===== config.mk =====
export PLATFORM = sky130hd
export DESIGN_NAME = standby_mode_control
export DESIGN_NICKNAME = d
export VERILOG_FILES = /design/src/logic/standby_pkg.sv /design/src/logic/standby_mode_control.sv /design/src/logic/wait_counter.sv
export SDC_FILE = /design/constraint.sdc
export NUM_CORES = 1
export LEC_CHECK = 0
export ABC_CLOCK_PERIOD_IN_PS = 4100
export BUFFER_PORTS_ARGS = -buffer_cell sky130_fd_sc_hd__buf_2
export CAP_MARGIN = 20
export CORE_MARGIN = 2
export CORE_UTILIZATION = 55
export DETAILED_ROUTE_END_ITERATION = 10
export HOLD_SLACK_MARGIN = 0.03
export PLACE_DENSITY = 0.87
export SYNTH_ARGS = -nofsm -noshare
export SYNTH_HDL_FRONTEND = slang
export SYNTH_SLANG_ARGS = --single-unit

===== constraint.sdc =====
create_clock -name ref_clk -period 4.1 [get_ports ref_clk]
set_clock_uncertainty 0.15 [all_clocks]
set_input_delay 0 -clock ref_clk [delete_from_list [all_inputs] [get_ports ref_clk]]
set_output_delay 0 -clock ref_clk [all_outputs]
set_load 0.005 [all_outputs]

===== src/logic/standby_pkg.sv =====
// Purpose: Shared constants and types for the standby mode controller
// Assumes: ref_clk at 250 MHz; option-byte and wake waits counted in ref_clk cycles
// Notes:   Overview list below names every behaviour the controller keeps
//
// Overview of operation
// (RULE_01) Reset in light standby runs normal reset
// (RULE_02) After reset release, halt for option-byte read
// (RULE_03) Light standby: unmasked request wakes, enable picks path
// (RULE_04) Stop instruction enters deep standby
// (RULE_05) Pending unmasked request at entry leaves standby
// (RULE_06) Immediate deep cancel still waits settle, stop
// (RULE_07) Deep standby stops oscillator, CPU; latches hold
// (RULE_08) Deep standby stops timer16, ADC, fast-clocked timer
// (RULE_09) Low-speed-clocked interval timer keeps running unless stopped
// (RULE_10) Watchdog runs only on non-stoppable low-speed clock
// (RULE_11) Timer, detector, external requests release deep standby
// (RULE_12) Interval timer wakes only on low-speed clock
// (RULE_13) Deep wake stops operation about 34 us
// (RULE_14) Reset in deep standby waits settle first
// (RULE_15) Deep standby: enable picks path, masked stays
// (RULE_16) Settle select chooses 2^10/12/15/17 oscillator cycles
// (RULE_17) Light wake delay 11-13 vectored, 3-5 otherwise
// (RULE_18) Waits run on live clock, done pulse ungates
package standby_pkg;

  // Clock rate and printed times
  localparam int CLK_MHZ        = 250;
  localparam int OPT_WAIT_US    = 544;   // Option-byte read halt, typical
  localparam int POST_STOP_US   = 34;    // Stop after deep wake, typical
  localparam int OPT_WAIT_CYC   = OPT_WAIT_US * CLK_MHZ;
  localparam int POST_STOP_CYC  = POST_STOP_US * CLK_MHZ;

  // Light standby wake delays in clocks
  localparam int WAKE_VEC_CYC   = 12;    // Within 11 to 13
  localparam int WAKE_NEXT_CYC  = 4;     // Within 3 to 5

  // Oscillator settle exponents per select code
  localparam int SETTLE_EXP0    = 10;
  localparam int SETTLE_EXP1    = 12;
  localparam int SETTLE_EXP2    = 15;
  localparam int SETTLE_EXP3    = 17;

  // Default wake sources
  localparam int NUM_IRQ_DEF    = 8;
  localparam int TIMER_IRQ_DEF  = 0;
  localparam logic [7:0] STOP_WAKE_DEF = 8'h0f;

  typedef enum {
    ST_OPT_WAIT,
    ST_RUN,
    ST_HALT,
    ST_WAKE,
    ST_STOP,
    ST_SETTLE,
    ST_POST_STOP
  } standby_state_t;

  typedef enum {
    WK_RESET,
    WK_IRQ
  } wake_kind_t;

endpackage : standby_pkg


===== src/logic/standby_mode_control.sv =====
// Purpose: Light and deep standby sequencing, wake timing, clock gating
// Assumes: All inputs synchronous to ref_clk; ref_clk keeps running in standby
// Notes:   sysOscTick marks one system oscillator cycle for the settle wait
`timescale 1ns/1ps
module standby_mode_control
  import standby_pkg::*;
#(
  parameter int NUM_IRQ        = NUM_IRQ_DEF,
  parameter int TIMER_IRQ      = TIMER_IRQ_DEF,
  parameter logic [NUM_IRQ-1:0] STOP_WAKE = STOP_WAKE_DEF[NUM_IRQ-1:0],
  parameter int CNT_W          = 18,
  parameter int OPT_WAIT       = OPT_WAIT_CYC,
  parameter int POST_STOP      = POST_STOP_CYC
) (
  input  wire logic               ref_clk,                // 250 MHz clock
  input  wire logic               rst,                    // Sync reset
  input  wire logic               resetReq,               // Reset signal generation
  input  wire logic               haltInstr,              // Halt instruction pulse
  input  wire logic               stopInstr,              // Stop instruction pulse
  input  wire logic [NUM_IRQ-1:0] irqRequest,             // Request flags
  input  wire logic [NUM_IRQ-1:0] interrupt_mask_flag,    // 1 masks source
  input  wire logic               global_interrupt_enable,// Vectored service on
  input  wire logic [1:0]         osc_settle_select,      // Settle wait code
  input  wire logic               sysOscTick,             // One system osc cycle
  input  wire logic               crystalClock,           // Crystal/ceramic source
  input  wire logic               timerOnLowSpeed,        // Interval timer on slow clk
  input  wire logic               wdtOnLowSpeed,          // Watchdog on slow clk
  input  wire logic               lowSpeedStoppable,      // Slow osc may be stopped
  input  wire logic               lowSpeedStoppedBySw,    // Slow osc stopped now
  output logic                    cpuClockRun,            // CPU clock gate open
  output logic                    sysOscEnable,           // System oscillator on
  output logic                    portLatchHold,          // Port latches frozen
  output logic                    timer16Run,             // 16-bit timer enable
  output logic                    adcRun,                 // A/D converter enable
  output logic                    intervalTimerRun,       // Interval timer enable
  output logic                    watchdogRun,            // Watchdog enable
  output logic                    inHalt,                 // Light standby
  output logic                    inStop,                 // Deep standby
  output logic                    resetFetch,             // Fetch reset vector pulse
  output logic                    vectorTake,             // Take interrupt pulse
  output logic                    resumeNext              // Next instruction pulse
);

  // ---------------------------------------------------------------
  // Wait lengths
  // ---------------------------------------------------------------

  // Settle wait in oscillator cycles for a select code
  function automatic logic [CNT_W-1:0] settleLoad(input logic [1:0] sel);
    logic [CNT_W:0] one;
    one = {{CNT_W{1'b0}}, 1'b1};
    case (sel)
      2'h0:    settleLoad = CNT_W'(one << SETTLE_EXP0);
      2'h1:    settleLoad = CNT_W'(one << SETTLE_EXP1);
      2'h2:    settleLoad = CNT_W'(one << SETTLE_EXP2);
      default: settleLoad = CNT_W'(one << SETTLE_EXP3);
    endcase
  endfunction : settleLoad

  standby_state_t   state_r;
  standby_state_t   state_nxt;
  wake_kind_t       kind_r;
  wake_kind_t       kind_nxt;
  logic [CNT_W-1:0] waitLoad;
  logic             waitStart;
  logic             waitTick;
  logic             waitDone;
  logic             haltWake;
  logic             stopWake;
  logic [NUM_IRQ-1:0] stopSrc;
  logic             resume;

  // ---------------------------------------------------------------
  // Wake conditions
  // ---------------------------------------------------------------

  // Unmasked pending requests and deep standby source filter
  always_comb begin
    stopSrc            = STOP_WAKE;                                     // RULE_11
    stopSrc[TIMER_IRQ] = STOP_WAKE[TIMER_IRQ] & timerOnLowSpeed;        // RULE_12
  end
  assign haltWake = |(irqRequest & ~interrupt_mask_flag);               // RULE_03
  assign stopWake = |(irqRequest & ~interrupt_mask_flag & stopSrc);     // RULE_15

  // ---------------------------------------------------------------
  // Sequencer
  // ---------------------------------------------------------------

  // Next state and wake cause
  always_comb begin
    state_nxt = state_r;
    kind_nxt  = kind_r;
    case (state_r)
      ST_OPT_WAIT: begin
        // A reset in the last wait cycle restarts the wait, not the core
        if (waitDone && !resetReq) state_nxt = ST_RUN;                  // RULE_02
      end
      ST_RUN: begin
        if (resetReq) begin
          state_nxt = ST_OPT_WAIT;
          kind_nxt  = WK_RESET;
        end else if (stopInstr) begin
          state_nxt = ST_STOP;                                          // RULE_04
          kind_nxt  = WK_IRQ;
        end else if (haltInstr) begin
          state_nxt = ST_HALT;
          kind_nxt  = WK_IRQ;
        end
      end
      ST_HALT: begin
        if (resetReq) begin
          state_nxt = ST_OPT_WAIT;                                      // RULE_01
          kind_nxt  = WK_RESET;
        end else if (haltWake) begin
          state_nxt = ST_WAKE;                                          // RULE_05
        end
      end
      ST_WAKE: begin
        if (resetReq) begin
          state_nxt = ST_OPT_WAIT;
          kind_nxt  = WK_RESET;
        end else if (waitDone) begin
          state_nxt = ST_RUN;                                           // RULE_17
        end
      end
      ST_STOP: begin
        if (resetReq) begin
          state_nxt = crystalClock ? ST_SETTLE : ST_OPT_WAIT;           // RULE_14
          kind_nxt  = WK_RESET;
        end else if (stopWake) begin
          state_nxt = crystalClock ? ST_SETTLE : ST_POST_STOP;          // RULE_06
        end
      end
      ST_SETTLE: begin
        if (resetReq) kind_nxt = WK_RESET;
        if (waitDone) begin
          state_nxt = (kind_nxt == WK_RESET) ? ST_OPT_WAIT : ST_POST_STOP; // RULE_14
        end
      end
      ST_POST_STOP: begin
        if (resetReq) begin
          state_nxt = ST_OPT_WAIT;
          kind_nxt  = WK_RESET;
        end else if (waitDone) begin
          state_nxt = ST_RUN;                                           // RULE_13
        end
      end
      default: begin
        state_nxt = ST_OPT_WAIT;
        kind_nxt  = WK_RESET;
      end
    endcase
  end

  // State and cause registers
  always_ff @(posedge ref_clk) begin
    if (rst) begin
      state_r <= ST_OPT_WAIT;
      kind_r  <= WK_RESET;
    end else begin
      state_r <= state_nxt;
      kind_r  <= kind_nxt;
    end
  end

  // ---------------------------------------------------------------
  // Wait timer
  // ---------------------------------------------------------------

  // Load chosen on entry to each timed state
  always_comb begin
    case (state_nxt)
      ST_OPT_WAIT:  waitLoad = CNT_W'(OPT_WAIT);                        // RULE_02
      ST_SETTLE:    waitLoad = settleLoad(osc_settle_select);           // RULE_16
      ST_POST_STOP: waitLoad = CNT_W'(POST_STOP);                       // RULE_13
      ST_WAKE:      waitLoad = global_interrupt_enable ? CNT_W'(WAKE_VEC_CYC)
                                                       : CNT_W'(WAKE_NEXT_CYC); // RULE_17
      default:      waitLoad = CNT_W'(WAKE_NEXT_CYC);
    endcase
  end

  // Start on entry or on a reset that restarts the option-byte wait
  assign waitStart = ((state_nxt != state_r) || (state_r == ST_OPT_WAIT && resetReq)) &&
                     (state_nxt == ST_OPT_WAIT || state_nxt == ST_SETTLE ||
                      state_nxt == ST_POST_STOP || state_nxt == ST_WAKE);
  // Settle counts oscillator cycles, others count ref_clk
  assign waitTick  = (state_r == ST_SETTLE) ? sysOscTick : 1'b1;         // RULE_16

  wait_counter #(
    .CNT_W (CNT_W)
  ) u_wait (
    .ref_clk (ref_clk),
    .rst     (rst),
    .start   (waitStart),
    .load    (waitLoad),
    .tick    (waitTick),
    .done    (waitDone)                                                  // RULE_18
  );

  // ---------------------------------------------------------------
  // Resume pulses
  // ---------------------------------------------------------------

  assign resume = (state_r != ST_RUN) && (state_nxt == ST_RUN);

  // One-cycle pulses that tell the core how to restart
  always_ff @(posedge ref_clk) begin
    if (rst) begin
      resetFetch <= 1'b0;
      vectorTake <= 1'b0;
      resumeNext <= 1'b0;
    end else begin
      resetFetch <= resume && (kind_r == WK_RESET);                     // RULE_01
      vectorTake <= resume && (kind_r == WK_IRQ) && global_interrupt_enable;  // RULE_03
      resumeNext <= resume && (kind_r == WK_IRQ) && !global_interrupt_enable; // RULE_15
    end
  end

  // ---------------------------------------------------------------
  // Clock and peripheral gating
  // ---------------------------------------------------------------

  // Gates follow the coming state so they change with it
  always_ff @(posedge ref_clk) begin
    if (rst) begin
      cpuClockRun      <= 1'b0;
      sysOscEnable     <= 1'b1;
      portLatchHold    <= 1'b0;
      timer16Run       <= 1'b0;
      adcRun           <= 1'b0;
      intervalTimerRun <= 1'b0;
      watchdogRun      <= 1'b0;
      inHalt           <= 1'b0;
      inStop           <= 1'b0;
    end else begin
      cpuClockRun      <= (state_nxt == ST_RUN);                        // RULE_18
      sysOscEnable     <= (state_nxt != ST_STOP);                       // RULE_07
      portLatchHold    <= (state_nxt == ST_HALT) || (state_nxt == ST_STOP); // RULE_07
      timer16Run       <= (state_nxt != ST_STOP);                       // RULE_08
      adcRun           <= (state_nxt != ST_STOP);                       // RULE_08
      intervalTimerRun <= (state_nxt != ST_STOP) ||
                          (timerOnLowSpeed && !lowSpeedStoppedBySw);    // RULE_09
      watchdogRun      <= (state_nxt != ST_STOP) ||
                          (wdtOnLowSpeed && !lowSpeedStoppable);        // RULE_10
      inHalt           <= (state_nxt == ST_HALT);
      inStop           <= (state_nxt == ST_STOP);
    end
  end

endmodule : standby_mode_control


===== src/logic/wait_counter.sv =====
// Purpose: Down counter that times one wait and pulses when it ends
// Assumes: start and tick synchronous to clk; load at least one
// Notes:   A start while busy reloads the count
`timescale 1ns/1ps
module wait_counter #(
  parameter int CNT_W = 18
) (
  input  wire logic             ref_clk,   // Always-running clock
  input  wire logic             rst,       // Synchronous reset
  input  wire logic             start,     // Load and begin
  input  wire logic [CNT_W-1:0] load,      // Ticks to wait
  input  wire logic             tick,      // Count enable
  output logic                  done       // One-cycle end pulse
);

  logic [CNT_W-1:0] cnt_r;
  logic             busy_r;
  logic             done_r;

  // Count ticks down to zero
  always_ff @(posedge ref_clk) begin
    if (rst) begin
      cnt_r  <= '0;
      busy_r <= 1'b0;
      done_r <= 1'b0;
    end else if (start) begin
      cnt_r  <= load;
      busy_r <= 1'b1;
      done_r <= 1'b0;
    end else if (busy_r && tick) begin
      cnt_r  <= cnt_r - 1'b1;
      busy_r <= (cnt_r != {{(CNT_W-1){1'b0}}, 1'b1});
      done_r <= (cnt_r == {{(CNT_W-1){1'b0}}, 1'b1}); // RULE_18
    end else begin
      done_r <= 1'b0;
    end
  end

  assign done = done_r;

endmodule : wait_counter


==> run_results.csv <==
group,metric,value,unit
run_status,status,"completed",
floorplan,die_area,7410,um2
placement,gp_routability_congestion,0.922,
timing,slew_headroom,24.1,%
grt,grt_pass1_wl,13200,um
detailed_routing,met2_length,3610,um
timing,period_needed,3.85,ns
worst_setup_path,cp_cell_sequence,"or4b_4, or4_1, o211ai_2, o2bb2ai_4, xor2_2, nor4_1, nor4_4, buf_4, nand3b_1, o31ai_1, dlygate4sd3_1",
grt,grt_pass1_vias,2850,
logic_synthesis,ys_seq_elements,95,
timing,worst_pin_slew,1.12,ns
logic_synthesis,syn_area,3700,um2
worst_setup_path,slowest_stage,"or4b_4",
timing,clock.fmax,260,MHz
logic_synthesis,synth_area_leaders,"dfxtp_1, and2_1, nor4_1",
cts,clock-sinks,95,
pwr,power_density,378,nW/um2
timing,rsz0062_at_grt,"no",
hold_path,hp-class,"input port to flip-flop",
detailed_routing,wl_met3,464,um
floorplan,die_y,86.1,um
logic_synthesis,seq_area_frac_synth,51.4,%
cts,cts_buffer_depth,2,
grt,grt.overflow.total,0,
logic_synthesis,synth.area.mux_share,0,%
detailed_routing,m1WireLength,3460,um
timing,finalCritPeriodShare,93.8,%
placement,port_buffers,41,
pwr,peakVddDrop,0.197,mV
logic_synthesis,synth_edf_count,0,
detailed_routing,first_pass_iters,4,
worst_setup_path,cpPeakStageDelay,0.64,ns
grt,grt_max_degree,32,
worst_setup_path,crit_type,"flip-flop to flip-flop",
floorplan,design.portCount,42,
detailed_routing,num_vias,3019,
finish,fin_nets,498,
detailed_routing,detail-route-antenna-nets,0,
detailed_routing,avgRoutedWirePerCell,14.1,um
floorplan,die_w,86.1,um
logic_synthesis,synth_fa_ha_area_share,0.676,%
finish,fillers,479,
worst_setup_path,crit_fanout,15,
floorplan,start_util,57.7,%
timing,finalHoldViolCount,0,
timing,fin_ws,0.254,ns
finish,antenna_cells,0,
worst_setup_path,arrival,4.01,ns
worst_setup_path,critical_path_required,4.27,ns
detailed_routing,maxUsedRoutingLayer,"met4",
worst_setup_path,ff2ff_setup_slack,0.25,ns
logic_synthesis,ys_warn_count,0,
logic_synthesis,synth_largest_area_cell,"dfxtp_1",
logic_synthesis,synth-simple-area-share,26.4,%
placement,dpl.cell_count,518,
logic_synthesis,synth_xor_area_share,3.75,%
cts,worstSkewPairLatency,0.37,ns
logic_synthesis,synthArstFlopShare,0,%
detailed_routing,vias_per_cell,5.51,
logic_synthesis,synth_commonest_cells,"dfxtp_1, nor2_1, and2_1",
logic_synthesis,synth_top_family_by_area,"simple AND/OR/NAND/NOR gates",
cts,clk_pin_slew,0.09,ns
logic_synthesis,synth_ff_type,"dfxtp_1",
floorplan,core_area,6420,um2
logic_synthesis,yosysMostFrequentCell,"dfxtp_1",
logic_synthesis,synth_cell_types,64,
timing,finalSetupTns,0,ns
finish,drive_gt1_share,15.9,%
logic_synthesis,postSynthAreaPerCell,9.59,um2
floorplan,floorplan.rows,29,
timing,setup_viol,0,
pwr,leakagePower,1.82,nW
finish,synthToLayoutAreaGrowth,19.3,%
timing,slew_violations,0,
cts,root_buffer,"clkbuf_8",
cts,postCtsSetupBuffers,0,
detailed_routing,totalWireLength,7750,um
placement,dp_hpwl,5290,um
placement,pre_cts_ws,0.614,ns
cts,numCtsBuffers,9,
grt,track_usage,22.5,%
grt,antenna_found_initial,0,
worst_setup_path,startpoint_type,"flip-flop",
worst_setup_path,end_kind,"flip-flop",
detailed_routing,drc,0,
cts,cts_tree,"built",
logic_synthesis,postSynthCellCount,386,
flow_run,maxCapViolCount,0,
cts,cts_max_level,3,
detailed_routing,first_iter_violations,197,
logic_synthesis,synth-compound-area-share,13.4,%
logic_synthesis,synth_top_area_share,51.4,%
finish,fin_cells,548,
==> metrics by stage <==
step | power [mW] | instance area (um2) | utilization (%) | hold WS (ns)
3_5_place_dp | 1.03 | 4060 | 63.2 | 0.0753
2_1_floorplan | 1.01 | 3810 | - | -0.0776
6_report | 1.67 | 4420 | 68.8 | 0.0952
3_3_place_gp | 1.03 | 4060 | 63.2 | 0.0685
4_1_cts | 1.68 | 4410 | 68.7 | 0.0525
5_1_grt | 1.73 | 4420 | 68.8 | 0.115
==> final timing paths <==
path	endpoint	startpoint	cells past startpoint
max	u_wait.cnt_r[10]$_SDFFE_PP0P_	state_r[1]$_SDFF_PP0_	11
min	kind_r[0]$_SDFFE_PP0P_	resetReq	4
max reg2reg	u_wait.cnt_r[10]$_SDFFE_PP0P_	state_r[1]$_SDFF_PP0_	11
min reg2reg	kind_r[14]$_SDFFE_PP0P_	kind_r[14]$_SDFFE_PP0P_	1
==> registers in the layout, summed over array words and instances, names as in the netlist <==
| register | cells |
|---|---|
| kind_r | 32 |
| state_r | 32 |
| u_wait.cnt_r | 18 |
| adcRun | 1 |
| cpuClockRun | 1 |
| inHalt | 1 |
| inStop | 1 |
| intervalTimerRun | 1 |
| portLatchHold | 1 |
| resetFetch | 1 |
| resumeNext | 1 |
| sysOscEnable | 1 |
| u_wait.busy_r | 1 |
| u_wait.done | 1 |
| vectorTake | 1 |
| watchdogRun | 1 |
==> report_power, final <==
part / internal, mW / total [mW] / switching [mW]
sequential: 0.942 / 0.952 / 0.00961
clock: 0.319 / 0.646 / 0.327
combinational: 0.0336 / 0.0706 / 0.0370
==> logic make-up (layout without fill, tap and decap cells) <==
kind of cell,count (synthesis),after routing
flip-flops,95,95
AO/OA/AOI/OAI,66,66
buffers and inverters,37,94
XOR/XNOR,15,15
other,1,29
adder cells (fa/ha/maj),2,2
AND/OR/NAND/NOR,170,170
==> worst max-delay path: cells and delay by family, from the launching register on <==
family                    cells  cell delay (ns)
buffers and inverters         2             0.82
and+or+nand+nor               5             1.78
AOI/OAI and AO/OA             3             0.37
xor gates and xnor gates      1             0.18
DFF                           1             0.50
==> cell type report <==
cell class / instances / area, um2 / share of cell area [%]
Multi-Input combinational cell: 282 / 1750 / 39.7
Tap cell: 77 / 96.3 / 2.18
Timing Repair Buffer: 60 / 383 / 8.67
Inverter: 18 / 67.6 / 1.53
Sequential cell: 95 / 1900 / 43.1
Clock buffer: 11 / 151 / 3.43
Clock inverter: 5 / 62.6 / 1.42
==> placed cells by master, fill, tap and decap left out, types with 11 or more instances in the layout <==
cell           Yosys  layout
and2_1            32      32
buf_2              5      41
clkbuf_8           0      11
conb_1             1      29
dfxtp_1           95      93
dlygate4sd3_1      0      14
inv_1             18      18
nand2_1           13      13
nor2_1            34      34
nor3_1            13      12
nor4_1            23      23
==> layer usage <==
metal / vias to the layer above / global-route usage [%]
li1: 1503 / -
met1: 1390 / 28.8
met2: 106 / 35.3
met3: 20 / 6.45
met4: 0 / 10.2
met5: - / 0
==> timing repair <==
item / CTS / global route
endpoints found under the setup margin: 0 / 2
gates resized for setup: 0 / 2
hold buffers: 14 / 0
endpoints found under the hold margin: 18 / 0
(Power assumes the default switching activity.)
